--- src/lcdx_defs.svh ---
// constants of the lcd instruction executor: offsets, fields, resets, timing
// assumes inclusion by bare name from the executor and the bench
`ifndef LCDX_DEFS_SVH
`define LCDX_DEFS_SVH

// register byte offsets on the axi4-lite slave
`define LCDX_OFF_INSTR 8'h00
`define LCDX_OFF_DATA 8'h04
`define LCDX_OFF_STATE 8'h08
`define LCDX_OFF_CFG 8'h0c
`define LCDX_OFF_GLYPH 8'h10

// axi response codes
`define LCDX_RESP_OKAY 2'b00
`define LCDX_RESP_SLVERR 2'b10

// field positions
`define LCDX_CFG_FONT_BIT 0
`define LCDX_BUSY_BIT 7
`define LCDX_PROBE_ROW_LSB 8

// reset and fill values
`define LCDX_SPACE_CODE 8'h20
`define LCDX_HOME_ADDR 7'h00
`define LCDX_SHIFT_LAST 6'h27
`define LCDX_ENTRY_RST 2'b10
`define LCDX_DCTL_RST 3'b000

// timing: times in their own units, cycle counts derived at 250 mhz
`define LCDX_CLK_MHZ 250
`define LCDX_T_SHORT_US 39
`define LCDX_T_LONG_US 1530
`define LCDX_SHORT_CYC (`LCDX_T_SHORT_US * `LCDX_CLK_MHZ)
`define LCDX_LONG_CYC (`LCDX_T_LONG_US * `LCDX_CLK_MHZ)

`endif

--- src/lcdx_pkg.sv ---
// types shared by the lcd instruction executor files
// assumes nothing beyond a systemverilog compiler
`default_nettype none
package lcdx_pkg;

   // one host transfer: register select level and bus byte
   typedef struct packed
   {
      logic rs;
      logic [7:0] code;
   } lcdx_xfer_s;

   // entry mode bits: increment select and shift enable
   typedef struct packed
   {
      logic inc;
      logic shen;
   } lcdx_entry_s;

   // display control bits
   typedef struct packed
   {
      logic disp;
      logic cur;
      logic blink;
   } lcdx_dctl_s;

   // decoded instruction kind
   typedef enum logic [3:0]
   {
      K_NONE,
      K_CLEAR,
      K_HOME,
      K_ENTRY,
      K_DCTL,
      K_OTHER,
      K_GADDR,
      K_DADDR
   } lcdx_kind_e;

   // execution state
   typedef enum logic [1:0]
   {
      ST_IDLE,
      ST_CLEAR,
      ST_EXEC
   } lcdx_state_e;

endpackage
`default_nettype wire

--- src/lcdx_exec.sv ---
// lcd instruction executor behind an axi4-lite slave
// assumes one clock aclk at 250 mhz and a synchronous active-low reset
//
// Chosen here: the AXI4-Lite slave port and the address map.
`timescale 1ns/1ps
`default_nettype none
`include "lcdx_defs.svh"
module lcdx_exec
#(
   parameter int EXEC_SHORT = `LCDX_SHORT_CYC,
   parameter int EXEC_LONG = `LCDX_LONG_CYC,
   parameter int DISP_DEPTH = 128
)
(
   // clock and reset
   input wire logic aclk,
   input wire logic aresetn,
   // write address channel
   input wire logic [7:0] s_axi_awaddr,
   input wire logic s_axi_awvalid,
   output logic s_axi_awready,
   // write data channel
   input wire logic [31:0] s_axi_wdata,
   input wire logic [3:0] s_axi_wstrb,
   input wire logic s_axi_wvalid,
   output logic s_axi_wready,
   // write response channel
   output logic [1:0] s_axi_bresp,
   output logic s_axi_bvalid,
   input wire logic s_axi_bready,
   // read address channel
   input wire logic [7:0] s_axi_araddr,
   input wire logic s_axi_arvalid,
   output logic s_axi_arready,
   // read data channel
   output logic [31:0] s_axi_rdata,
   output logic [1:0] s_axi_rresp,
   output logic s_axi_rvalid,
   input wire logic s_axi_rready
);

   localparam int CW = $clog2(EXEC_LONG + 1);
   localparam int DW = $clog2(DISP_DEPTH);

   logic aw_full_r;
   logic aw_full_nxt;
   logic w_full_r;
   logic w_full_nxt;
   logic [7:0] aw_addr_r;
   logic [31:0] w_data_r;
   logic w_lane_r;
   logic wr_go;
   logic ar_go;
   logic busy;
   logic instr_act;
   logic dwr_act;
   logic rd_act;
   logic start;
   logic [CW-1:0] load;
   lcdx_pkg::lcdx_kind_e kind;
   lcdx_pkg::lcdx_state_e st_r;
   logic [CW-1:0] cnt_r;
   logic [DW-1:0] clr_idx_r;
   logic [6:0] ac_r;
   logic sel_glyph_r;
   lcdx_pkg::lcdx_entry_s entry_r;
   lcdx_pkg::lcdx_dctl_s dctl_r;
   logic [5:0] shift_r;
   logic font11_r;
   lcdx_pkg::lcdx_xfer_s instruction_latch_r;
   lcdx_pkg::lcdx_xfer_s data_latch_r;
   logic [7:0] probe_code_r;
   logic [3:0] probe_row_r;
   logic [5:0] glyph_addr;
   logic glyph_hit;
   logic [7:0] display_ram [DISP_DEPTH];
   logic [7:0] glyph_ram [64];

   // instruction byte to operation
   function automatic lcdx_pkg::lcdx_kind_e decode(input logic [7:0] c);
      if (c[7])
         decode = lcdx_pkg::K_DADDR;
      else if (c[6])
         decode = lcdx_pkg::K_GADDR;
      else if (c[5] || c[4])
         decode = lcdx_pkg::K_OTHER;
      else if (c[3])
         decode = lcdx_pkg::K_DCTL;
      else if (c[2])
         decode = lcdx_pkg::K_ENTRY;
      else if (c[1])
         decode = lcdx_pkg::K_HOME;
      else if (c[0])
         decode = lcdx_pkg::K_CLEAR;
      else
         decode = lcdx_pkg::K_NONE;
   endfunction

   // address counter step, glyph space wraps in six bits
   function automatic logic [6:0] ac_step(input logic [6:0] a, input logic up,
                                          input logic g);
      logic [6:0] n;
      n = up ? a + 7'h01 : a - 7'h01;
      ac_step = g ? {1'b0, n[5:0]} : n;
   endfunction

   // display shift offset step over one 40-digit line
   function automatic logic [5:0] off_step(input logic [5:0] o, input logic left);
      if (left)
         off_step = (o == `LCDX_SHIFT_LAST) ? 6'h00 : o + 6'h01;
      else
         off_step = (o == 6'h00) ? `LCDX_SHIFT_LAST : o - 6'h01;
   endfunction

   // mapped offsets
   function automatic logic addr_ok(input logic [7:0] a);
      if (a == `LCDX_OFF_INSTR || a == `LCDX_OFF_DATA || a == `LCDX_OFF_STATE)
         addr_ok = 1'b1;
      else if (a == `LCDX_OFF_CFG || a == `LCDX_OFF_GLYPH)
         addr_ok = 1'b1;
      else
         addr_ok = 1'b0;
   endfunction

   // request decode; writes win over a data read in the same cycle
   assign wr_go = aw_full_r & w_full_r & ~s_axi_bvalid;
   assign ar_go = s_axi_arvalid & s_axi_arready;
   assign busy = (st_r != lcdx_pkg::ST_IDLE);
   assign kind = decode(w_data_r[7:0]);
   assign instr_act = wr_go & w_lane_r & (aw_addr_r == `LCDX_OFF_INSTR) & ~busy;
   assign dwr_act = wr_go & w_lane_r & (aw_addr_r == `LCDX_OFF_DATA) & ~busy;
   assign rd_act = ar_go & (s_axi_araddr == `LCDX_OFF_DATA) & ~busy & ~instr_act & ~dwr_act;
   assign start = instr_act | dwr_act | rd_act;
   assign aw_full_nxt = wr_go ? 1'b0 : (aw_full_r | (s_axi_awvalid & s_axi_awready));
   assign w_full_nxt = wr_go ? 1'b0 : (w_full_r | (s_axi_wvalid & s_axi_wready));
   assign load = (instr_act && (kind == lcdx_pkg::K_CLEAR || kind == lcdx_pkg::K_HOME)) ?
                 CW'(EXEC_LONG - 1) : CW'(EXEC_SHORT - 1);

   // write address and data holding, either order
   always_ff @(posedge aclk)
   begin
      if (!aresetn)
      begin
         aw_full_r <= 1'b0;
         w_full_r <= 1'b0;
         s_axi_awready <= 1'b0;
         s_axi_wready <= 1'b0;
         aw_addr_r <= 8'h00;
         w_data_r <= 32'h0000_0000;
         w_lane_r <= 1'b0;
      end
      else
      begin
         aw_full_r <= aw_full_nxt;
         w_full_r <= w_full_nxt;
         s_axi_awready <= ~aw_full_nxt;
         s_axi_wready <= ~w_full_nxt;
         if (s_axi_awvalid && s_axi_awready)
            aw_addr_r <= s_axi_awaddr;
         if (s_axi_wvalid && s_axi_wready)
         begin
            w_data_r <= s_axi_wdata;
            w_lane_r <= s_axi_wstrb[0];
         end
      end
   end

   // write response
   always_ff @(posedge aclk)
   begin
      if (!aresetn)
      begin
         s_axi_bvalid <= 1'b0;
         s_axi_bresp <= `LCDX_RESP_OKAY;
      end
      else if (wr_go)
      begin
         s_axi_bvalid <= 1'b1;
         s_axi_bresp <= addr_ok(aw_addr_r) ? `LCDX_RESP_OKAY : `LCDX_RESP_SLVERR;
      end
      else if (s_axi_bready)
         s_axi_bvalid <= 1'b0;
   end

   // read channel; status word carries busy and address counter
   always_ff @(posedge aclk)
   begin
      if (!aresetn)
      begin
         s_axi_arready <= 1'b0;
         s_axi_rvalid <= 1'b0;
         s_axi_rdata <= 32'h0000_0000;
         s_axi_rresp <= `LCDX_RESP_OKAY;
      end
      else
      begin
         s_axi_arready <= ~(ar_go | (s_axi_rvalid & ~s_axi_rready));
         if (ar_go)
         begin
            s_axi_rvalid <= 1'b1;
            s_axi_rresp <= `LCDX_RESP_OKAY;
            if (s_axi_araddr == `LCDX_OFF_INSTR)
               s_axi_rdata <= {24'h00_0000, busy, ac_r};
            else if (s_axi_araddr == `LCDX_OFF_DATA)
               s_axi_rdata <= {24'h00_0000, sel_glyph_r ? glyph_ram[ac_r[5:0]] :
                               display_ram[ac_r[DW-1:0]]};
            else if (s_axi_araddr == `LCDX_OFF_STATE)
               s_axi_rdata <= {data_latch_r.code, instruction_latch_r.code, 2'b00, shift_r,
                               busy, font11_r, sel_glyph_r, dctl_r.blink, dctl_r.cur,
                               dctl_r.disp, entry_r.shen, entry_r.inc};
            else if (s_axi_araddr == `LCDX_OFF_CFG)
               s_axi_rdata <= {31'h0000_0000, font11_r};
            else if (s_axi_araddr == `LCDX_OFF_GLYPH)
               s_axi_rdata <= {25'h000_0000, glyph_hit, glyph_addr};
            else
            begin
               s_axi_rdata <= 32'h0000_0000;
               s_axi_rresp <= `LCDX_RESP_SLVERR;
            end
         end
         else if (s_axi_rready)
            s_axi_rvalid <= 1'b0;
      end
   end

   // execution timer and clear walk
   always_ff @(posedge aclk)
   begin
      if (!aresetn)
      begin
         st_r <= lcdx_pkg::ST_IDLE;
         cnt_r <= '0;
         clr_idx_r <= '0;
      end
      else
      begin
         case (st_r)
            lcdx_pkg::ST_IDLE:
            begin
               if (start)
               begin
                  cnt_r <= load;
                  clr_idx_r <= '0;
                  if (instr_act && kind == lcdx_pkg::K_CLEAR)
                     st_r <= lcdx_pkg::ST_CLEAR;
                  else
                     st_r <= lcdx_pkg::ST_EXEC;
               end
            end
            lcdx_pkg::ST_CLEAR:
            begin
               clr_idx_r <= clr_idx_r + 1'b1;
               if (cnt_r != '0)
                  cnt_r <= cnt_r - 1'b1;
               if (clr_idx_r == DW'(DISP_DEPTH - 1))
                  st_r <= lcdx_pkg::ST_EXEC;
            end
            lcdx_pkg::ST_EXEC:
            begin
               if (cnt_r == '0)
                  st_r <= lcdx_pkg::ST_IDLE;
               else
                  cnt_r <= cnt_r - 1'b1;
            end
            default:
               st_r <= lcdx_pkg::ST_IDLE;
         endcase
      end
   end

   // display ram: clear walk fills spaces, else host writes
   always_ff @(posedge aclk)
   begin
      if (st_r == lcdx_pkg::ST_CLEAR)
         display_ram[clr_idx_r] <= `LCDX_SPACE_CODE;
      else if (dwr_act && !sel_glyph_r)
         display_ram[ac_r[DW-1:0]] <= w_data_r[7:0];
   end

   // glyph ram host writes
   always_ff @(posedge aclk)
   begin
      if (dwr_act && sel_glyph_r)
         glyph_ram[ac_r[5:0]] <= w_data_r[7:0];
   end

   // address counter and ram select
   always_ff @(posedge aclk)
   begin
      if (!aresetn)
      begin
         ac_r <= `LCDX_HOME_ADDR;
         sel_glyph_r <= 1'b0;
      end
      else if (instr_act)
      begin
         case (kind)
            lcdx_pkg::K_CLEAR, lcdx_pkg::K_HOME:
            begin
               ac_r <= `LCDX_HOME_ADDR;
               sel_glyph_r <= 1'b0;
            end
            lcdx_pkg::K_GADDR:
            begin
               ac_r <= {1'b0, w_data_r[5:0]};
               sel_glyph_r <= 1'b1;
            end
            lcdx_pkg::K_DADDR:
            begin
               ac_r <= w_data_r[6:0];
               sel_glyph_r <= 1'b0;
            end
            default:
               ac_r <= ac_r;
         endcase
      end
      else if (dwr_act || rd_act)
         ac_r <= ac_step(ac_r, entry_r.inc, sel_glyph_r);
   end

   // entry mode and display control
   always_ff @(posedge aclk)
   begin
      if (!aresetn)
      begin
         entry_r <= `LCDX_ENTRY_RST;
         dctl_r <= `LCDX_DCTL_RST;
      end
      else if (instr_act && kind == lcdx_pkg::K_CLEAR)
         entry_r.inc <= 1'b1;
      else if (instr_act && kind == lcdx_pkg::K_ENTRY)
         entry_r <= w_data_r[1:0];
      else if (instr_act && kind == lcdx_pkg::K_DCTL)
         dctl_r <= w_data_r[2:0];
   end

   // whole-display shift offset
   always_ff @(posedge aclk)
   begin
      if (!aresetn)
         shift_r <= 6'h00;
      else if (instr_act && (kind == lcdx_pkg::K_CLEAR || kind == lcdx_pkg::K_HOME))
         shift_r <= 6'h00;
      else if (dwr_act && !sel_glyph_r && entry_r.shen)
         shift_r <= off_step(shift_r, entry_r.inc);
   end

   // transfer latches, configuration and glyph probe
   always_ff @(posedge aclk)
   begin
      if (!aresetn)
      begin
         instruction_latch_r <= '0;
         data_latch_r <= '0;
         font11_r <= 1'b0;
         probe_code_r <= 8'h00;
         probe_row_r <= 4'h0;
      end
      else
      begin
         if (instr_act)
            instruction_latch_r <= '{rs: 1'b0, code: w_data_r[7:0]};
         if (dwr_act)
            data_latch_r <= '{rs: 1'b1, code: w_data_r[7:0]};
         if (wr_go && w_lane_r && aw_addr_r == `LCDX_OFF_CFG)
            font11_r <= w_data_r[`LCDX_CFG_FONT_BIT];
         if (wr_go && w_lane_r && aw_addr_r == `LCDX_OFF_GLYPH)
         begin
            probe_code_r <= w_data_r[7:0];
            probe_row_r <= w_data_r[`LCDX_PROBE_ROW_LSB+:4];
         end
      end
   end

   // glyph address mapping
   lcdx_glyph_map u_glyph_map
   (
      .aclk(aclk),
      .aresetn(aresetn),
      .code(probe_code_r),
      .row(probe_row_r),
      .font11(font11_r),
      .addr_r(glyph_addr),
      .hit_r(glyph_hit)
   );

   // busy length bookkeeping for checks
   int busy_len_r;
   int load_r;
   logic was_clear_r;
   always_ff @(posedge aclk)
   begin
      if (!aresetn)
      begin
         busy_len_r <= 0;
         load_r <= 0;
         was_clear_r <= 1'b0;
      end
      else if (start)
      begin
         busy_len_r <= 1;
         load_r <= int'(load) + 1;
         was_clear_r <= instr_act && kind == lcdx_pkg::K_CLEAR;
      end
      else if (busy)
         busy_len_r <= busy_len_r + 1;
   end
endmodule
`default_nettype wire

--- src/lcdx_glyph_map.sv ---
// glyph ram address mapping from character code and glyph row
// assumes code, row and font select are stable logic on aclk
`timescale 1ns/1ps
`default_nettype none
module lcdx_glyph_map
(
   // clock and reset
   input wire logic aclk,
   input wire logic aresetn,
   // lookup request
   input wire logic [7:0] code,
   input wire logic [3:0] row,
   input wire logic font11,
   // mapped address
   output logic [5:0] addr_r,
   output logic hit_r
);

   // user glyphs live where the upper code nibble is zero
   always_ff @(posedge aclk)
   begin
      if (!aresetn)
      begin
         addr_r <= 6'h00;
         hit_r <= 1'b0;
      end
      else
      begin
         hit_r <= (code[7:4] == 4'h0);
         if (font11)
            addr_r <= {code[2:1], row};
         else
            addr_r <= {code[2:0], row[2:0]};
      end
   end
endmodule
`default_nettype wire

--- config.mk ---
export PLATFORM = sky130hd
export DESIGN_NAME = lcdx_exec
export DESIGN_NICKNAME = d
export VERILOG_FILES = /design/src/lcdx_pkg.sv /design/src/lcdx_exec.sv /design/src/lcdx_glyph_map.sv
export VERILOG_INCLUDE_DIRS = /design/src
export SDC_FILE = /design/constraint.sdc
export NUM_CORES = 2
export LEC_CHECK = 0
export ABC_AREA = 1
export BUFFER_PORTS_ARGS = -buffer_cell sky130_fd_sc_hd__buf_2
export CELL_PAD_IN_SITES_DETAIL_PLACEMENT = 1
export CELL_PAD_IN_SITES_GLOBAL_PLACEMENT = 2
export CORE_ASPECT_RATIO = 1.75
export CORE_MARGIN = 4
export CORE_UTILIZATION = 46
export CTS_BUF_LIST = sky130_fd_sc_hd__clkbuf_4 sky130_fd_sc_hd__clkbuf_8 sky130_fd_sc_hd__clkbuf_16
export DETAILED_ROUTE_END_ITERATION = 8
export PLACE_DENSITY_LB_ADDON = 0.25
export SLEW_MARGIN = 20
export SYNTH_ARGS = -nofsm -noshare
export SYNTH_HDL_FRONTEND = slang
export SYNTH_SLANG_ARGS = --single-unit
--- constraint.sdc ---
create_clock -name aclk -period 15.5 [get_ports aclk]
set_clock_uncertainty 0.15 [all_clocks]
set_input_delay 2.325 -clock aclk [delete_from_list [all_inputs] [get_ports aclk]]
set_output_delay 2.325 -clock aclk [all_outputs]
set_load 0.005 [all_outputs]
======== After elaboration in Yosys (flattened, before gate mapping) ========
Memories as Yosys holds them, arrays and structs flattened. A register that Yosys moved wholly into a read port is not among the register bits.
Cells that the tools add are included.
word-level totals
  register bits after elaboration ......... 147
  memory bits (writable) .................. 1536
  output and inout port bits .............. 41
  word-level logic and storage cells ...... 204
  memories kept ........................... 2
operators by class
  add/sub/neg operators ................... 6
  equal/unequal tests ..................... 24
  multiplexer cells ....................... 65
  bitwise operators ....................... 31
  reduce and logical (&&, ||, !) cells .... 45
memories
  name         words  bits a word  rd ports  clocked after memory_dff  write ports  RTL line         text
  display_ram  128    8            1         1                         1            lcdx_exec.sv:76  logic [7:0] display_ram [DISP_DEPTH];
  glyph_ram    64     8            1         1                         1            lcdx_exec.sv:77  logic [7:0] glyph_ram [64];
operator list
  cell                   count
  $mux 32                3
  $mux 19                4
  $mux 7                 10
  $pmux 19 s3            1
  $eq 8x4->1 const B     4
  $mux 6                 5
  $mux 2                 12
  $pmux 7 s3             1
  $logic_not 19->1       1
  $mux 1                 19
  $reduce_bool 19->1     1
  $sub 19x1->19 const B  1
  $eq 8x3->1 const B     2
  $eq 8x5->1 const B     2
  $logic_not 8->1        2
  $mux 8                 2
  $and 1x1->1            15
  $add 7x1->7 const B    2
  $pmux 7 s2             1
  $eq 4x3->1 const B     3
  $logic_and 1x1->1      12
  $mux 3                 4
  $reduce_bool 2->1      6
  $not 1->1              11
  other kinds (27)       47

======== Longest topological paths before layout ========
  depth after elaboration ................. 13
  mapped depth ............................ 18
  gate-level depth less buffers ........... 16

======== Modules after synthesis ========
From an unflattened synthesis, not the netlist that was laid out.
unflattened totals
  cells, all modules ...................... 6286
  area, all modules ....................... 69666.8 sq um
modules (own cells, without submodules)
  module          times used  cells each  area each (sq um)
  lcdx_exec       1           6259        69447.9
  lcdx_glyph_map  1           27          219.0

======== Least setup slack after synthesis ========
No wires, ideal clock.
  path kind ............................... register to register
  start point ............................. reg w_data_r[1]
  end point ............................... mem display_ram[0][1], data pin
  setup time .............................. 796 ps
  arrival ................................. 4448 ps
  path slack .............................. 10106 ps
  stages on the path, launching flop included .. 3
  period minus slack after synthesis ...... 5394 ps
  path through ............................ dfxtp_1 inv_1 nor2_1
on the way
  word-level cells in the longest chain between the ends .. 1
ends and longest elaborated chain
  what                    RTL line          text
  from (decl)             lcdx_exec.sv:50   logic [31:0] w_data_r;
  from (signal assigned)  lcdx_exec.sv:162  w_data_r <= s_axi_wdata;
  $mux 8 (no line)        --
  to (decl)               lcdx_exec.sv:76
No other way between the ends.

==> impl_metrics.tcl <==
set metrics [dict create \
    required_ns 16.07 \
    synth_fa_ha_area_share_pct 0.282 \
    synthXorXnorAreaFrac_pct 0.227 \
    synth_top_family_by_area "simple AND/OR/NAND/NOR gates" \
    synthTopCellsByArea "edfxtp_1, nand2_1, nand3_1, dfxtp_1, nor2_1" \
    vias 47531 \
    grt_pass1_vias 50299 \
    drt-initial-drc-count 3517 \
    muxShareOfSynthArea_pct 0 \
    synth-main-ff-cell "edfxtp_1" \
    port_buffers 72 \
    row_count 188 \
    synthDistinctLibCells 51 \
    hold_violations 0 \
    antenna_left 0 \
    grt_overflow 0 \
    synth_seq_cells 1685 \
    insertion_delay_ns 0.82 \
    numCtsBuffers 152 \
    syn_area_sq_mm 0.0693 \
    tritoncts "yes" \
    slew_viol_final 0 \
    setup_viol 0 \
    crit_fanout 85 \
    critPathTopFamily "buffers and inverters" \
    power.density_mw_per_mm2 121 \
    syn_inst 6263 \
    cts_hold_buf 0 \
    maxCapViolCount 0 \
    cts.sinks 1685 \
    yosysTopAreaCell "edfxtp_1" \
    clk_pin_slew_ns 0.07 \
    wl_per_cell_um 25.2 \
    drc 0 \
    synth_common_cells "nand2_1, edfxtp_1, nand3_1, nor2_1, clkbuf_1" \
    worst_hold_path_type "register to register" \
    synth-compound-area-share_pct 3.24 \
    dpl.hpwl_um 126000 \
    drive_gt1_share_pct 7.29 \
    clock-root-buffer "clkbuf_16" \
    nets 6255 \
    place_inst 8022 \
    min_period_over_period_pct 39.9 \
    slew_headroom_pct 25.9 \
    crit_top_cell "nand2_1" \
    cts_resized 0 \
    yosysMostFrequentCell "nand2_1" \
    cts_max_level 4 \
    syn_avg_cell_area_sq_um 11.1 \
    fp.dieW_um 301 \
    yosys_warnings 0 \
    post-cts-setup-buffers 0 \
    antenna_found_initial 1 \
    grt_pass1_wl_um 313000 \
    drt_wl_total_um 209000 \
    area_growth_pct 10.3 \
    track_usage_pct 26.6 \
    synth_edf_count 1536 \
    rsz0062_at_grt "false" \
    via_per_inst 5.72 \
    grt_max_degree 188 \
    io_pins 100 \
    tightestPinTransition_ns 1.11 \
    worstPathArrival_ns 6.75 \
    status "complete, no violations" \
    critical_path.cell_chain "buf_4, buf_4, buf_4, buf_4, nand2_1, nand3_1, nand3_1, nand3_1, nand2_1, nand2_1, nand3_1, nand3_1, nand2_1, inv_1, nand2_1, nand2_1, nand2_1, a21oi_1" \
    path_class "register to register" \
    post-route-util_pct 51.0 \
    p_leak_nw 26.2 \
    slowest_delay_ns 0.87 \
    fmax_mhz 162 \
    cp_slowest_cell "buf_4" \
    end_kind "register" \
    place_area_sq_mm 0.0714 \
    yosysSeqAreaShare_pct 70.8 \
    synth_top_area_share_pct 66.5 \
    synthSimpleGateAreaFrac_pct 22.4 \
    worst_ir_drop_vdd_mv 0.139 \
    startpoint_type "register" \
    fin_cells 8303 \
    die_area_sq_mm 0.157 \
    first_pass_iters 5 \
    setup-tns-final_ns 0 \
    core_sq_mm 0.150 \
    cp_num_buf_inv 5 \
    async_reset_ff_share_pct 0 \
    min_period_ns 6.18 \
    timing.hold.ws_ns 0.278 \
    die_h_um 522 \
    initial_utilization_pct 46.3 \
    gp_congestion 0.848 \
    ctsLongestPathBuffers 3 \
    fin_area_sq_mm 0.0765 \
]
## layer usage
metal  global-route usage [%]  vias to the layer above  part of all wire (%)
li1                         -                    21747                     -
met1                     29.7                    24224                    36
met2                     49.6                     1124                    54
met3                     2.92                      436                   3.6
met4                     13.7                        0                   5.9
met5                        0                        -                     0
## cells by family after synthesis
logic type,Yosys count
AND/OR/NAND/NOR,3612
flip-flops,1685
buffers and inverters,527
AO/OA/AOI/OAI,405
XOR/XNOR,18
adder cells (fa/ha/maj),15
other,1
## flip-flops by register name (all words and copies together), names as in the netlist, 2 cells and up, named ones only
register             count
s_axi_rdata             30
instruction_latch_r      8
cnt_r                   19
st_r                     2
display_ram           1024
clr_idx_r                7
data_latch_r             8
u_glyph_map.addr_r       6
aw_addr_r                8
dctl_r                   3
shift_r                  6
glyph_ram              512
ac_r                     7
w_data_r                12
probe_code_r             7
probe_row_r              4
entry_r                  2
## layout make-up
cell class,instances,area (sq um)
multi-input cells,4054,18200
fillers,15804,73400
repair buffers,149,988
clock inverters,97,1000
well taps,1995,2500
flip-flops and latches,1685,49100
inverters,139,552
clock buffers,183,4070
diodes,1,2.50
## cells in the final DEF (no fill, tap or decap), types with 5 or more instances in the layout
master / count
nor3_1: 18
xnor2_1: 5
o22ai_1: 47
bufinv_16: 12
xor2_1: 13
dfxtp_1: 136
nand3_1: 1283
nor3b_1: 5
nor2_1: 371
ha_1: 14
dfxtp_2: 9
buf_2: 72
clkinvlp_4: 6
edfxtp_1: 1536
inv_1: 126
clkbuf_4: 27
clkinv_2: 25
buf_4: 73
a211oi_1: 12
clkbuf_16: 153
a21oi_1: 129
nand4_1: 9
o21ai_0: 182
a221oi_1: 8
nor4_1: 8
clkinv_1: 37
nor2_4: 11
nand4_4: 9
inv_16: 7
a31oi_1: 8
nand2_1: 1882
## power by group
| part | internal, mW | switching (mW) |
|---|---|---|
| Clock | 2.11 | 1.75 |
| Sequential | 4.95 | 0.0274 |
| Combinational | 0.114 | 0.334 |
| Total | 7.17 | 2.12 |
## tightest hold or removal path: stages (launching register included)
cell     delay [ns]
dfxtp_1        0.31
nand2_1        0.05
inv_1          0.03
## through the flow
| stage | worst slack, ns | power, mW |
|---|---|---|
| floorplan | 10.11 | 5.37 |
| global placement | 9.47 | 5.51 |
| detailed placement | 9.40 | 5.53 |
| finish | 9.32 | 9.29 |
| CTS | 9.39 | 9.35 |
| global route | 8.99 | 9.58 |
## final timing paths
check / startpoint / depth (start not counted) / end / slack [ns]
setup / recovery: register / 18 / s_axi_rdata[2] / 9.32
hold / removal: probe_row_r[1] / 2 / u_glyph_map.addr_r[1] / 0.28
setup reg to reg: register / 18 / s_axi_rdata[2] / 9.32
hold reg to reg: probe_row_r[1] / 2 / u_glyph_map.addr_r[1] / 0.28
Note: power is estimated with default switching activity, not from simulation.
